### src/rtl/fvi_cfg.svh
// fvi_cfg.svh: constants of the four-level vectored interrupt unit
// assumes: included by bare name from rtl files, definitions only
`ifndef FVI_CFG_SVH
`define FVI_CFG_SVH

`define FVI_NUM_SRC 13
`define FVI_NUM_LVL 4
// source index = arbitration rank, 0 is ranked highest
`define FVI_SRC_EXT0 0
`define FVI_SRC_BROWN 1
`define FVI_SRC_WDOG 2
`define FVI_SRC_TMR0 3
`define FVI_SRC_TWI 4
`define FVI_SRC_ADC 5
`define FVI_SRC_EXT1 6
`define FVI_SRC_KBD 7
`define FVI_SRC_CMPA 8
`define FVI_SRC_TMR1 9
`define FVI_SRC_CMPB 10
`define FVI_SRC_SER 11
`define FVI_SRC_BRAKE 12
// vector addresses
`define FVI_VEC_EXT0 16'h0003
`define FVI_VEC_TMR0 16'h000B
`define FVI_VEC_EXT1 16'h0013
`define FVI_VEC_TMR1 16'h001B
`define FVI_VEC_SER 16'h0023
`define FVI_VEC_BROWN 16'h002B
`define FVI_VEC_TWI 16'h0033
`define FVI_VEC_KBD 16'h003B
`define FVI_VEC_CMPB 16'h0043
`define FVI_VEC_WDOG 16'h0053
`define FVI_VEC_ADC 16'h005B
`define FVI_VEC_CMPA 16'h0063
`define FVI_VEC_BRAKE 16'h0073
// watchdog control and extended enable register bit positions
`define FVI_WDCTL_FLAG_BIT 3
`define FVI_XEN_WDOG_BIT 4
// clocks per machine cycle
`define FVI_CLK_PER_MC 4
`define FVI_MC_CNT_W 2

`endif

### src/rtl/fvi_pkg.sv
// fvi_pkg.sv: types of the four-level vectored interrupt unit
// assumes: fvi_cfg.svh is on the include path
`include "fvi_cfg.svh"
package fvi_pkg;
	typedef logic [`FVI_NUM_SRC-1:0] fvi_src_vec_t;
	typedef logic [1:0] fvi_lvl_t;
	typedef logic [15:0] fvi_addr_t;
	// gray along idle -> call -> idle
	typedef enum logic [1:0] {
		FVI_IDLE = 2'b00,
		FVI_CALL = 2'b01
	} fvi_state_t;
endpackage

### src/rtl/fvi_arb_if.sv
// fvi_arb_if.sv: bundle between the controller and its priority resolver
// assumes: fvi_pkg compiled first
`timescale 1ns/100ps
`include "fvi_cfg.svh"
interface fvi_arb_if;
	fvi_pkg::fvi_src_vec_t req;
	logic [2*`FVI_NUM_SRC-1:0] prio;
	logic [`FVI_NUM_LVL-1:0] busy;
	logic win;
	logic [3:0] win_src;
	fvi_pkg::fvi_lvl_t win_lvl;
	modport ctl(output req, output prio, output busy,
		input win, input win_src, input win_lvl);
	modport arb(input req, input prio, input busy,
		output win, output win_src, output win_lvl);
endinterface

### src/rtl/fvi_ctrl.sv
// fvi_ctrl.sv: four-level vectored interrupt controller top
// assumes: core gives instruction-boundary and write strobes on ref_clk
// assumes: pins idle high; peripheral events are one-clock pulses
`timescale 1ns/100ps
`include "fvi_cfg.svh"

// Notes on behaviour
// - thirteen sources, each with flag, enable, priority, vector
// - external pins select edge or level trigger per pin
// - edge mode: high sample then low sample sets the flag
// - edge mode external flag cleared on vectoring
// - level mode flag follows the inverted pin, not cleared on vectoring
// - timer overflow sets flag, vectoring clears it
// - watchdog timeout sets flag; extended enable bit gates it
// - serial rx/tx flags share one source, software clears only
// - software may write every flag except level-mode pin flags, a set raises a request
// - per-source enables plus a global enable that blocks all
// - conversion done sets flag, software clears it
// - comparator toggles set flags, software clears them
// - two-wire status event sets flag, software clears it
// - brake event sets flag, software clears it
// - flags sampled and priority resolved every machine cycle
// - call only at last cycle, no blocking write, no return
// - requests are not latched between polling cycles
// - call pushes program counter only, then loads vector
// - vectors 0003h to 0033h for the first seven sources
// - vectors 003Bh to 0073h for the rest, gaps unused
// - return-from-interrupt ends service, plain return does not
// - two priority bits per source give levels 0 to 3
// - equal levels resolved by fixed arbitration rank
// - only a strictly higher level preempts a routine
module fvi_ctrl (
	// clock and reset
	input wire logic ref_clk_in,
	input wire logic rstn_in,
	// external pins
	input wire logic ext_irq_pin_0_in,
	input wire logic ext_irq_pin_1_in,
	// configuration
	input wire logic ext0_edge_select_in,
	input wire logic ext1_edge_select_in,
	input wire logic global_irq_enable_in,
	input wire logic [`FVI_NUM_SRC-1:0] src_enable_in,
	input wire logic [5:0] priority_low_bits_a_in,
	input wire logic [5:0] priority_high_bits_a_in,
	input wire logic [5:0] priority_low_bits_b_in,
	input wire logic [5:0] priority_high_bits_b_in,
	input wire logic [7:0] watchdog_control_reg_in,
	input wire logic [7:0] extended_enable_reg_in,
	// peripheral event pulses
	input wire logic timer0_overflow_in,
	input wire logic timer1_overflow_in,
	input wire logic watchdog_timeout_in,
	input wire logic serial_rx_done_in,
	input wire logic serial_tx_done_in,
	input wire logic conversion_done_in,
	input wire logic comparator_a_toggle_in,
	input wire logic comparator_b_toggle_in,
	input wire logic twowire_status_in,
	input wire logic pwm_brake_in,
	input wire logic brownout_in,
	input wire logic keyboard_in,
	// software flag writes, index = source, serial uses the rx/tx pair
	input wire logic [`FVI_NUM_SRC-1:0] flag_wr_in,
	input wire logic [`FVI_NUM_SRC-1:0] flag_wdata_in,
	input wire logic ser_tx_wr_in,
	input wire logic ser_tx_wdata_in,
	// core handshake
	input wire logic last_cycle_in,
	input wire logic cfg_write_in,
	input wire logic return_from_interrupt_in,
	input wire logic call_done_in,
	input wire logic [15:0] pc_in,
	// outputs
	output logic call_req_out,
	output logic [15:0] vector_out,
	output logic [15:0] push_pc_out,
	output logic [`FVI_NUM_SRC-1:0] flags_out,
	output logic serial_tx_done_flag_out,
	output logic [`FVI_NUM_LVL-1:0] in_service_out,
	output logic mc_strobe_out
);

////////////////////////////////////////////////////////////////////////////

	// every register of the block, built whole in s_d each clock
	typedef struct packed {
		fvi_pkg::fvi_state_t st;
		logic [`FVI_MC_CNT_W-1:0] mc_cnt;
		logic mc_tick;
		logic [2:0] e0_sync;
		logic [2:0] e1_sync;
		logic e0_lvl;
		logic e1_lvl;
		logic e0_prev;
		logic e1_prev;
		fvi_pkg::fvi_src_vec_t flag;
		logic tx_flag;
		logic [`FVI_NUM_LVL-1:0] isr;
		logic call;
		logic [3:0] call_src;
		fvi_pkg::fvi_addr_t vec;
		fvi_pkg::fvi_addr_t push_pc;
	} fvi_state_s_t;

	fvi_state_s_t s_q;
	fvi_state_s_t s_d;
	fvi_arb_if arb_bus ();
	fvi_pkg::fvi_src_vec_t hw_set;
	fvi_pkg::fvi_src_vec_t req;
	logic [`FVI_NUM_SRC-1:0] en_eff;
	logic e0_now;
	logic e1_now;
	logic e0_fall;
	logic e1_fall;

	fvi_arbiter u_arb (
		.a(arb_bus.arb)
	);

////////////////////////////////////////////////////////////////////////////
// vector lookup

	function automatic fvi_pkg::fvi_addr_t vec_of(input logic [3:0] s);
		case (s)
			4'h0: vec_of = `FVI_VEC_EXT0;
			4'h1: vec_of = `FVI_VEC_BROWN;
			4'h2: vec_of = `FVI_VEC_WDOG;
			4'h3: vec_of = `FVI_VEC_TMR0;
			4'h4: vec_of = `FVI_VEC_TWI;
			4'h5: vec_of = `FVI_VEC_ADC;
			4'h6: vec_of = `FVI_VEC_EXT1;
			4'h7: vec_of = `FVI_VEC_KBD;
			4'h8: vec_of = `FVI_VEC_CMPA;
			4'h9: vec_of = `FVI_VEC_TMR1;
			4'hA: vec_of = `FVI_VEC_CMPB;
			4'hB: vec_of = `FVI_VEC_SER;
			4'hC: vec_of = `FVI_VEC_BRAKE;
			// codes above twelve never win arbitration
			default: vec_of = `FVI_VEC_BRAKE;
		endcase
	endfunction

////////////////////////////////////////////////////////////////////////////
// combinational helpers

	// a pin level counts only once the 2nd and 3rd stages agree
	assign e0_now = (s_q.e0_sync[1] == s_q.e0_sync[2]) ?
		s_q.e0_sync[2] : s_q.e0_lvl;
	assign e1_now = (s_q.e1_sync[1] == s_q.e1_sync[2]) ?
		s_q.e1_sync[2] : s_q.e1_lvl;
	// only machine-cycle samples are compared; a shorter pulse counts only if it is low at a tick
	assign e0_fall = s_q.mc_tick && s_q.e0_prev && !s_q.e0_lvl;
	assign e1_fall = s_q.mc_tick && s_q.e1_prev && !s_q.e1_lvl;

	// one-clock event pulses; they win over any clear in the same cycle
	always_comb begin
		hw_set = '0;
		hw_set[`FVI_SRC_EXT0] = e0_fall;
		hw_set[`FVI_SRC_EXT1] = e1_fall;
		hw_set[`FVI_SRC_TMR0] = timer0_overflow_in;
		hw_set[`FVI_SRC_TMR1] = timer1_overflow_in;
		hw_set[`FVI_SRC_WDOG] = watchdog_timeout_in;
		hw_set[`FVI_SRC_SER] = serial_rx_done_in;
		hw_set[`FVI_SRC_ADC] = conversion_done_in;
		hw_set[`FVI_SRC_CMPA] = comparator_a_toggle_in;
		hw_set[`FVI_SRC_CMPB] = comparator_b_toggle_in;
		hw_set[`FVI_SRC_TWI] = twowire_status_in;
		hw_set[`FVI_SRC_BRAKE] = pwm_brake_in;
		hw_set[`FVI_SRC_BROWN] = brownout_in;
		hw_set[`FVI_SRC_KBD] = keyboard_in;
	end

	always_comb begin
		en_eff = src_enable_in;
		en_eff[`FVI_SRC_WDOG] = src_enable_in[`FVI_SRC_WDOG] &&
			extended_enable_reg_in[`FVI_XEN_WDOG_BIT];
		req = s_q.flag;
		req[`FVI_SRC_SER] = s_q.flag[`FVI_SRC_SER] | s_q.tx_flag;
		// the watchdog flag itself lives in the watchdog control reg
		req[`FVI_SRC_WDOG] = s_q.flag[`FVI_SRC_WDOG] |
			watchdog_control_reg_in[`FVI_WDCTL_FLAG_BIT];
		// live flags only, nothing pending is remembered
		req = req & en_eff & {`FVI_NUM_SRC{global_irq_enable_in}};
	end

	assign arb_bus.req = req;
	// {high, low} per source, source 12 first; the converter has no pair
	// of its own in the six-bit sets and shares the brownout pair
	assign arb_bus.prio = {
		priority_high_bits_b_in[5], priority_low_bits_b_in[5],
		priority_high_bits_a_in[4], priority_low_bits_a_in[4],
		priority_high_bits_b_in[3], priority_low_bits_b_in[3],
		priority_high_bits_a_in[3], priority_low_bits_a_in[3],
		priority_high_bits_b_in[2], priority_low_bits_b_in[2],
		priority_high_bits_b_in[1], priority_low_bits_b_in[1],
		priority_high_bits_a_in[2], priority_low_bits_a_in[2],
		priority_high_bits_a_in[5], priority_low_bits_a_in[5],
		priority_high_bits_b_in[0], priority_low_bits_b_in[0],
		priority_high_bits_a_in[1], priority_low_bits_a_in[1],
		priority_high_bits_b_in[4], priority_low_bits_b_in[4],
		priority_high_bits_a_in[5], priority_low_bits_a_in[5],
		priority_high_bits_a_in[0], priority_low_bits_a_in[0]};
	assign arb_bus.busy = s_q.isr;

////////////////////////////////////////////////////////////////////////////
// next state

	always_comb begin
		logic clr_ack;
		s_d = s_q;
		clr_ack = 1'b0;
		// free-running divider: one poll tick every machine cycle
		s_d.mc_cnt = s_q.mc_cnt + `FVI_MC_CNT_W'(1);
		s_d.mc_tick = (s_q.mc_cnt == `FVI_MC_CNT_W'(`FVI_CLK_PER_MC - 1));
		s_d.e0_sync = {s_q.e0_sync[1:0], ext_irq_pin_0_in};
		s_d.e1_sync = {s_q.e1_sync[1:0], ext_irq_pin_1_in};
		s_d.e0_lvl = e0_now;
		s_d.e1_lvl = e1_now;
		if (s_q.mc_tick) begin
			s_d.e0_prev = s_q.e0_lvl;
			s_d.e1_prev = s_q.e1_lvl;
		end
		s_d.call = 1'b0;
		case (s_q.st)
			fvi_pkg::FVI_IDLE: begin
				// poll once per machine cycle on the core's strobe
				if (s_q.mc_tick && last_cycle_in && !cfg_write_in &&
					!return_from_interrupt_in && arb_bus.win) begin
					s_d.st = fvi_pkg::FVI_CALL;
					s_d.call = 1'b1;
					s_d.call_src = arb_bus.win_src;
					s_d.vec = vec_of(arb_bus.win_src);
					s_d.push_pc = pc_in;
					s_d.isr[arb_bus.win_lvl] = 1'b1;
				end
			end
			// no polling until the core has finished the call
			fvi_pkg::FVI_CALL: begin
				s_d.call = !call_done_in;
				if (call_done_in) begin
					s_d.st = fvi_pkg::FVI_IDLE;
					clr_ack = 1'b1;
				end
			end
			default: s_d.st = fvi_pkg::FVI_IDLE;
		endcase
		// return-from-interrupt releases the highest active level
		if (return_from_interrupt_in) begin
			if (s_q.isr[3]) s_d.isr[3] = 1'b0;
			else if (s_q.isr[2]) s_d.isr[2] = 1'b0;
			else if (s_q.isr[1]) s_d.isr[1] = 1'b0;
			else s_d.isr[0] = 1'b0;
		end
		// clear on vectoring first, software next, hardware sets win
		if (clr_ack) begin
			if (s_q.call_src == 4'(`FVI_SRC_TMR0) ||
				s_q.call_src == 4'(`FVI_SRC_TMR1) ||
				(s_q.call_src == 4'(`FVI_SRC_EXT0) && ext0_edge_select_in) ||
				(s_q.call_src == 4'(`FVI_SRC_EXT1) && ext1_edge_select_in))
				s_d.flag[s_q.call_src] = 1'b0;
		end
		for (int i = 0; i < `FVI_NUM_SRC; i++) begin
			if (flag_wr_in[i]) s_d.flag[i] = flag_wdata_in[i];
		end
		// tx done keeps its own flag but shares the serial vector
		if (ser_tx_wr_in) s_d.tx_flag = ser_tx_wdata_in;
		if (serial_tx_done_in) s_d.tx_flag = 1'b1;
		s_d.flag = s_d.flag | hw_set;
		// level mode: flag mirrors the inverse of the pin, so software
		// writes to a level-mode pin flag are lost
		if (!ext0_edge_select_in) s_d.flag[`FVI_SRC_EXT0] = !e0_now;
		if (!ext1_edge_select_in) s_d.flag[`FVI_SRC_EXT1] = !e1_now;
	end

	always_ff @(posedge ref_clk_in or negedge rstn_in) begin
		if (!rstn_in) begin
			s_q <= '0;
			// pin history starts at the idle high level: no false edge
			s_q.e0_sync <= 3'h7;
			s_q.e1_sync <= 3'h7;
			s_q.e0_lvl <= 1'b1;
			s_q.e1_lvl <= 1'b1;
			s_q.e0_prev <= 1'b1;
			s_q.e1_prev <= 1'b1;
		end else begin
			s_q <= s_d;
		end
	end

////////////////////////////////////////////////////////////////////////////
// outputs, all registered

	assign call_req_out = s_q.call;
	assign vector_out = s_q.vec;
	assign push_pc_out = s_q.push_pc;
	assign flags_out = s_q.flag;
	assign serial_tx_done_flag_out = s_q.tx_flag;
	assign in_service_out = s_q.isr;
	assign mc_strobe_out = s_q.mc_tick;
endmodule

### src/rtl/fvi_arbiter.sv
// fvi_arbiter.sv: combinational level then rank resolution
// assumes: requests already gated by enables; index order is the rank
`timescale 1ns/100ps
`include "fvi_cfg.svh"
module fvi_arbiter (
	fvi_arb_if.arb a
);
	logic [`FVI_NUM_LVL-1:0] lvl_hit;
	logic [`FVI_NUM_LVL-1:0][`FVI_NUM_SRC-1:0] at_lvl;

	genvar g;
	for (g = 0; g < `FVI_NUM_SRC; g++) begin : g_src
		for (genvar l = 0; l < `FVI_NUM_LVL; l++) begin : g_lvl
			assign at_lvl[l][g] = a.req[g] &&
				(a.prio[2*g +: 2] == 2'(l));
		end
	end

	always_comb begin
		logic found;
		logic [`FVI_NUM_LVL:0] above;
		found = 1'b0;
		above = '0;
		a.win = 1'b0;
		a.win_src = 4'h0;
		a.win_lvl = 2'h0;
		for (int i = 0; i < `FVI_NUM_LVL; i++) begin
			lvl_hit[i] = |at_lvl[i];
		end
		// a level is eligible only when it and all above are idle
		for (int l = `FVI_NUM_LVL - 1; l >= 0; l--) begin
			above[l] = above[l+1] | a.busy[l];
			if (!found && lvl_hit[l] && !above[l]) begin
				found = 1'b1;
				a.win = 1'b1;
				a.win_lvl = 2'(l);
				for (int s = `FVI_NUM_SRC - 1; s >= 0; s--) begin
					if (at_lvl[l][s]) begin
						a.win_src = 4'(s);
					end
				end
			end
		end
	end
endmodule

### config.mk
export PLATFORM = sky130hd
export DESIGN_NAME = fvi_ctrl
export DESIGN_NICKNAME = d
export VERILOG_FILES = /design/src/rtl/fvi_pkg.sv /design/src/rtl/fvi_arb_if.sv /design/src/rtl/fvi_ctrl.sv /design/src/rtl/fvi_arbiter.sv
export VERILOG_INCLUDE_DIRS = /design/src /design/src/rtl
export SDC_FILE = /design/constraint.sdc
export NUM_CORES = 1
export LEC_CHECK = 0
export BUFFER_PORTS_ARGS = -buffer_cell sky130_fd_sc_hd__buf_2
export CAP_MARGIN = 10
export CORE_AREA = 5 5 79 117
export CTS_CLUSTER_SIZE = 20
export DETAILED_ROUTE_END_ITERATION = 10
export DIE_AREA = 0 0 84 122
export PLACE_DENSITY = 0.85
export SLEW_MARGIN = 0
export SYNTH_ARGS = -nofsm -noshare
export SYNTH_HDL_FRONTEND = slang
export SYNTH_SLANG_ARGS = --single-unit
export TNS_END_PERCENT = 5
### constraint.sdc
create_clock -name ref_clk_in -period 8.1 [get_ports ref_clk_in]
set_input_delay 1.62 -clock ref_clk_in [delete_from_list [all_inputs] [get_ports ref_clk_in]]
set_output_delay 1.62 -clock ref_clk_in [all_outputs]
set_load 0.1 [all_outputs]
==> results of run 1 <==
## cell families (layout without fill, tap and decap cells)
logic type,Yosys count,count (layout),share of synthesized area (%)
muxes,5,5,1.29
buffers and inverters,78,182,12.0
other,1,10,0.0897
and+or+nand+nor,217,217,29.1
xor gates and xnor gates,1,1,0.210
DFF,58,58,35.0
AOI/OAI and AO/OA,106,106,20.9
adders and majority gates,5,5,1.38
## worst paths after layout
check	start	to	slack, ns
setup / recovery	global_irq_enable_in	vector_out[5]$_DFFE_PN0P_	3.18
hold / removal	s_d[60]$_DFF_PN1_	s_d[61]$_DFF_PN1_	0.36
setup reg to reg	serial_tx_done_flag_out$_DFFE_PN0P_	vector_out[5]$_DFFE_PN0P_	4.57
hold reg to reg	s_d[60]$_DFF_PN1_	s_d[61]$_DFF_PN1_	0.36
max in group asynchronous	rstn_in	flags_out[5]$_DFF_PN0_	6.15
min in group asynchronous	rstn_in	push_pc_out[1]$_DFFE_PN0P_	1.44
## state kept, by name, indices dropped and copies added (netlist names)
signal,cells
push_pc_out,16
flags_out,13
s_q,13
vector_out,5
in_service_out,4
s_d,4
call_req_out,1
mc_strobe_out,1
serial_tx_done_flag_out,1
## power groups by stage
| stage | logic, mW | registers, mW | clock network [mW] |
|---|---|---|---|
| global route | 0.602 | 0.381 | 0.402 |
| CTS | 0.576 | 0.374 | 0.390 |
| detailed placement | 0.574 | 0.377 | 0 |
| global placement | 0.563 | 0.374 | 0 |
| floorplan | 0.515 | 0.371 | 0 |
| finish | 0.576 | 0.374 | 0.382 |
## layout make-up
cell class,instances,share of cell area [%]
Multi-Input combinational cell,344,45.4
Sequential cell,58,29.5
Timing Repair Buffer,148,15.0
Clock buffer,13,5.25
Tap cell,107,2.70
Inverter,18,1.36
Clock inverter,3,0.807
## metal layers
layer / GRT usage (%) / share of wire, % / vias to the layer above
met3: 7.17 / 8.5 / 37
met5: 0 / 0 / -
met2: 42.7 / 52 / 196
met1: 23.2 / 35 / 1899
met4: 11.6 / 4.1 / 0
li1: - / - / 1886
## layout by cell type (no fill, tap or decap), drive strengths merged, types with 3 or more instances in the layout
master	netlist	final
nor4	4	4
nand4	9	9
o2111ai	3	3
o32ai	3	3
a21oi	13	13
a32oi	3	3
nand4b	3	3
dfrtp	48	48
buf	58	148
or3	4	4
o2bb2ai	4	4
a31oi	7	7
and4	3	3
ha	3	3
inv	18	18
a211o	12	12
o211ai	5	5
dfstp	10	10
o21ai	17	17
and3b	4	4
nand2b	7	7
nand3	18	18
a211oi	6	6
o211a	3	3
or4b	3	3
nor2	18	18
clkbuf	2	13
nand2	79	79
and3	12	12
conb	1	10
nor3b	5	5
nand3b	5	5
a2bb2oi	3	3
and4b	4	4
mux2	3	3
o31ai	8	8
and2	5	5
nor3	13	13
nor2b	15	15
## critical path, cell delays in order
cell and delay (ns):
buf_2 0.43, nand3_4 0.16, nor4_1 0.64, nor4_2 0.13, and2_1 0.22, a21oi_2 0.30, nand2_1 0.18, o31ai_1 0.47
inv_1 0.09, ha_1 0.25, o41ai_1 0.51, a21oi_1 0.08
==> impl_results.md, run 1 <==
- Sequential-to-total area share from yosys stat: between 30% and 40%
- Fin crit period: around 5 ns
- Via count: between 4000 and 5000
- Max Fclk: around 200 MHz
- Antenna cell count: 0
- TritonCTS clock tree: yes
- Multi-input logic area: around 0.0023 mm^2
- WP data arrival: a little over 5 ns
- Num rows: 41
- First DRT Iteration DRCs: 242
- Pre-CTS setup slack: between 2 and 3 ns
- # resized after CTS: 0
- Number of distinct library cells after synthesis: 86
- IO Count: ~170
- First drt pass iteration count: 5
- Post-synth top area cell: dfrtp_1
- GRT Resource Usage Total: between 20% and 30%
- Routed WL: 12000 um
- Max VDD drop: approximately 0.00024 V
- Die span in x: between 80 and 90 um
- CTS sink count: 58
- Power Dens Cells: approximately 270 mW/mm^2
- Clk_lat worst skew: approximately 0.33 ns
- Die H: about 120 um
- Hold Vio Cnt, Final: 0
- Fraction of registers with async set or reset after synthesis: between 90% and 100%
- Post-synthesis area per instance: between 8 and 9 um^2
- HPWL after DPL: around 9500 um
- Layout cells sized above 1: between 30% and 40%
- Fin cells: between 600 and 700
- Post-synth top cells: 79 x nand2_1, 50 x buf_4, 48 x dfrtp_1
- Clk buf depth: 2
- Worst setup EP type: flip-flop
- DP Area: 0.00466 mm^2
- Post-route ant nets: 0
- DR WL/cell: about 17 um
- Setup tns final: 0 ns
- Fill count: between 700 and 800
- # placed instances: between 600 and 700
- DIE AREA: between 0.01 and 0.015 mm^2
- Residual DRC: 0
- Clk root buf: clkbuf_16
- Nets@finish: 702
- Clock buffer count from CTS: 9
- Mapped Cells: approximately 470
- Status: complete, no violations
- Sequential power share: 28.0%
- Vias in the first global route: slightly above 4000
- FF-to-FF path depth: 11
- Hold slack: ~0.36 ns
- Postcts setup bufs: 0
- Max cap viols: 0
- Starting Density: between 50% and 60%
- Final worst-path cycle share: between 60 and 70%
- Net switching power of the design: roughly 600 uW
- Area occupied by registers: ~0.0015 mm^2
- Post-synth EDFFs: 0
- Hold_buf cts: 0
- Crit-path max FO: 30
- First-pass GRT wire length: 18900 um
- Util after Layout: roughly three fifths
- Min-Delay Path Class: flip-flop to flip-flop
- Most frequent cell after synthesis: nand2_1
- Post-Syn Area: between 0.004 and 0.005 mm^2
- Ys flop type: dfrtp_1
- Internal Power: approximately 720 uW
- Initial antenna violation count: 0
- Worst Slack Setup Final: 3.18 ns
- Overall Power: 1.33 mW
- Gr ovfl total: 0
- Synth area leaders: dfrtp_1 29%, buf_4 9.0%, nand2_1 7.1%
- H-tree depth: 3
- Crit Path Class: primary input to flip-flop
- Req. time, crit path: ~8.3 ns
- Post-synth top area share: about 29%
- Switching power share of the total: 46.2%
- Register bit total from synthesis: 58
- Core box area: 0.00821 mm^2
- Worst rel slew slack: between 20% and 30%
- Hold Path Stages: 0
- Combinational power share: between 40% and 50%
- Vias per cell: between 5 and 6
- RSZ-0062 raised after global routing: false
- Port Buf Inserts: ~150
- Lkg Pwr: ~2.4 nW
- Reg clk slew, reported paths: 0.05 ns
- Largest net degree at the start of global routing: 59
- Fin area: a little under 0.005 mm^2
- Setup Viol. Count Final: 0
- Synthesis Warnings: 0
- Worst slew pin tran: 1.09 ns
- Area grow syn2layout: 18.7%
- Clock network fraction of total power: about 29%
- Fin. max-slew vios: 0
- Routability cong.: ~0.88
- Setup crit start kind: primary input
- Fin Clk Skew: around 0.0078 ns
No activity file was read; power rests on OpenSTA's default activity.
==> run 2, diff against run 1 <==
--- a/config.mk
+++ b/config.mk
@@ -6,13 +6,14 @@
 export SDC_FILE = /design/constraint.sdc
 export NUM_CORES = 1
 export LEC_CHECK = 0
+export ABC_AREA = 1
 export BUFFER_PORTS_ARGS = -buffer_cell sky130_fd_sc_hd__buf_2
 export CAP_MARGIN = 10
-export CORE_AREA = 5 5 79 117
+export CORE_AREA = 5 5 85 126
 export CTS_CLUSTER_SIZE = 20
 export DETAILED_ROUTE_END_ITERATION = 10
-export DIE_AREA = 0 0 84 122
-export PLACE_DENSITY = 0.85
+export DIE_AREA = 0 0 90 131
+export PLACE_DENSITY = 0.76
 export SLEW_MARGIN = 0
 export SYNTH_ARGS = -nofsm -noshare
 export SYNTH_HDL_FRONTEND = slang
==> constraint.sdc (replaced) <==
create_clock -name ref_clk_in -period 4.47 [get_ports ref_clk_in]
set_input_delay 0.894 -clock ref_clk_in [delete_from_list [all_inputs] [get_ports ref_clk_in]]
set_output_delay 0.894 -clock ref_clk_in [all_outputs]
set_load 0.1 [all_outputs]
==> run 2 against run 1 <==
Compared with the run above: register-to-register slack got worse by 4.4 ns; synthesized cell count is 27% higher; flip-flop and latch count did not move; non-clock buffer count grew 84; sequential share of layout area decreased by 3.8 points; design area grew 15%; the run now ends with negative setup slack left; largest power group unchanged; area after synthesis decreased by 3.1%.
==> impl_results.md, run 2 <==
- Routability cong.: 0.900 (+2.0%)
- First drt pass iteration count: 7 (+2)
- Crit Path Class: primary input to flip-flop
- IO Count: 172 (unchanged)
- Post-synth top area cell: dfrtp_1
- First DRT Iteration DRCs: 143 (-41%)
- Post-synth EDFFs: 0 (unchanged)
- Max VDD drop: 0.000458 V (+89%)
- Util after Layout: 59.9% (-0.55 points)
- Clock buffer count from CTS: 9 (unchanged)
- Ys flop type: dfrtp_1
- DP Area: 0.00517 mm^2 (+11%)
- Fin crit period: approximately 4.6 ns
- Reg clk slew, reported paths: 0.06 ns (about the same)
- Starting Density: 42.6% (-8.4 points)
- Clk_lat worst skew: 0.33 ns (about the same)
- First-pass GRT wire length: 19000 um (+0.66%)
- Post-synth top cells: 162 x nand2_1, 109 x inv_1, 53 x nor2_1
- Commonest non-fill, non-tap cell in the layout: nand2_1
- Post-route ant nets: 0 (unchanged)
- Number of distinct library cells after synthesis: 35 (-59%)
- Register bit total from synthesis: 58 (unchanged)
- RSZ-0062 raised after global routing: true
- Fraction of registers with async set or reset after synthesis: 100% (unchanged)
- Req. time, crit path: 4.68 ns (-3.60 ns)
- Status: complete, but fails checks
- Crit-path max FO: 6 (-80%)
- CTS sink count: 58 (unchanged)
- DR WL/cell: 12.6 um (-28%)
- Die span in x: 90 um (+7.1%)
- Synthesis Warnings: 0 (unchanged)
- Clk buf depth: 2 (unchanged)
- H-tree depth: 3 (unchanged)
- Worst setup EP type: flip-flop
- Num rows: 44 (+7.3%)
- Setup Viol. Count Final: 3 (+3)
- Clk root buf: clkbuf_16
- Final worst-path cycle share: 102%
- GRT Resource Usage Total: 19.7% (-3.4 points)
- Worst slew pin tran: 0.828 ns (-0.265 ns)
- Vias in the first global route: 4436 (+8.1%)
- Area grow syn2layout: 40.8%
- Gr ovfl total: 0 (unchanged)
- Max cap viols: 0 (unchanged)
- WP data arrival: 4.78 ns (-0.33 ns)
- Antenna cell count: 0 (unchanged)
- Commonest cells after routing, fill and taps aside: 155 x nand2_1, 146 x buf_2, 106 x inv_1
- Port Buf Inserts: 147 (unchanged)
- Hold Vio Cnt, Final: 0 (unchanged)
- Post-synth top area share: 29.6% (+0.90 points)
- Worst Slack Setup Final: -0.0948 ns (-3.27 ns)
- Worst rel slew slack: 44.8% (+18 points)
- Initial antenna violation count: 0 (unchanged)
- Sequential-to-total area share from yosys stat: 36.1% (+1.1 points)
- Slowest CP cell: ha_4
- Hold slack: 0.356 ns (-0.00384 ns)
- Worst Path Buf+Inv: 4 (+2)
- Die H: 131 um (+7.4%)
- Fin. max-slew vios: 0 (unchanged)
- Post-synthesis area per instance: 6.78 um^2 (-24%)
- Lkg Pwr: 3.21 nW (+34%)
- Routed WL: 11500 um (-4.3%)
- Min-Delay Path Class: flip-flop to flip-flop
- Max incr delay on CP: 0.19 ns (-0.45 ns)
- Nets@finish: 918 (+31%)
- Layout cells sized above 1: 38.1% (+2.5 points)
- Fin area: 0.00570 mm^2 (+15%)
- Synth area leaders: dfrtp_1 30%, nand2_1 15%, inv_1 10%
- Fin Clk Skew: 0.00617 ns (-0.00167 ns)
- Largest net degree at the start of global routing: 41 (-31%)
- Crit path top cell by count: nand2_1
- Via count: 4288 (+6.7%)
- Most frequent cell after synthesis: nand2_1
- DIE AREA: 0.0118 mm^2 (+15%)
- Setup crit start kind: primary input
- Power Dens Cells: 450 mW/mm^2 (+68%)
- Hold_buf cts: 0 (unchanged)
- Vias per cell: 4.69 (-19%)
- Violations in the final reports: negative setup slack
- Core box area: 0.00952 mm^2 (+16%)
- Mapped Cells: 598 (+27%)
- Max Fclk: 219 MHz
- Residual DRC: 0 (unchanged)
- Post-Syn Area: 0.00405 mm^2 (-3.1%)
- HPWL after DPL: 9440 um (-0.63%)
- TritonCTS clock tree: yes
- Max reg flops: 16 (unchanged)
- CP delay by family, top: simple AND/OR/NAND/NOR gates
-- run 2: changes by cell type in the layout (fill, tap and decap cells not counted), sizes merged, moves of 6 or more --
cell    previous run  this run
inv               18       112
nand2             79       166
buf              148       232
nor2              18        55
nor3              13        39
nor2b             15         0
o21ai             17        32
a211o             12         0
and3              12         0
a21oi             13        22
nand2b             7         0
nand3             18        25
o31ai              8         1
a211oi             6         0
-- run 2: cells by family (layout without fill, tap and decap cells) --
family,after synthesis,count (layout),share of synthesized area (%)
AOI/OAI and AO/OA,73,73,10.3
DFF,58,58,36.1
other,1,10,0.0925
buffers and inverters,167,360,20.2
and+or+nand+nor,294,294,31.9
adders and majority gates,5,5,1.42
-- run 2: routing by layer --
| layer | vias to the layer above | GRT usage [%] | share of wire (%) |
|---|---|---|---|
| met3 | 29 | 4.64 | 6.5 |
| met1 | 1907 | 20.1 | 37 |
| met2 | 141 | 37.7 | 53 |
| met5 | - | 0 | 0 |
| met4 | 0 | 9.47 | 3.2 |
| li1 | 2211 | - | - |
-- run 2: final cells by class --
type	count	area [um^2]
multi-input combinational	382	1930
clock inverter	7	101
clock buffer	9	225
inverter	112	424
timing repair buffer	232	1410
tap	115	144
sequential	58	1460
fill	899	3820
-- run 2: power by group --
part           internal, mW  leakage, nW  switching [mW]  total (mW)
registers             0.617        0.685          0.0533       0.670
clock network         0.491        0.152           0.252       0.743
logic                 0.294         2.37           0.858        1.15
total                  1.40         3.21            1.16        2.57
-- run 2: timing repair --
| action | 4_1_cts | 5_1_grt |
|---|---|---|
| endpoints found under the setup margin | 4 | 5 |
| gates cloned | 0 | 0 |
| pin swaps | 26 | 14 |
| resized for setup | 30 | 14 |
| setup buffers | 5 | 0 |
-- run 2: metrics by stage --
stage	power [mW]	setup TNS (ns)	worst slack (ns)	cells
5_1_grt	2.69	-3.15	-0.783	915
3_3_place_gp	1.77	-2.20	-0.647	894
3_5_place_dp	1.78	-2.24	-0.669	894
4_1_cts	2.55	-0.411	-0.155	915
2_1_floorplan	1.59	0	0.109	607
6_report	2.57	-0.177	-0.0948	915
-- run 2: path summary, 6_finish.rpt --
path / from / end / slack (ns) / cells after the start
setup / recovery: global_irq_enable_in / vector_out[5]$_DFFE_PN0P_ / -0.09 / 62
hold / removal: s_d[63]$_DFF_PN1_ / s_d[64]$_DFF_PN1_ / 0.36 / 0
setup reg to reg: serial_tx_done_flag_out$_DFFE_PN0P_ / vector_out[5]$_DFFE_PN0P_ / 0.22 / 56
hold reg to reg: s_d[63]$_DFF_PN1_ / s_d[64]$_DFF_PN1_ / 0.36 / 0
max in group asynchronous: rstn_in / flags_out[3]$_DFF_PN0_ / 3.02 / 2
min in group asynchronous: rstn_in / push_pc_out[6]$_DFFE_PN0P_ / 0.66 / 1
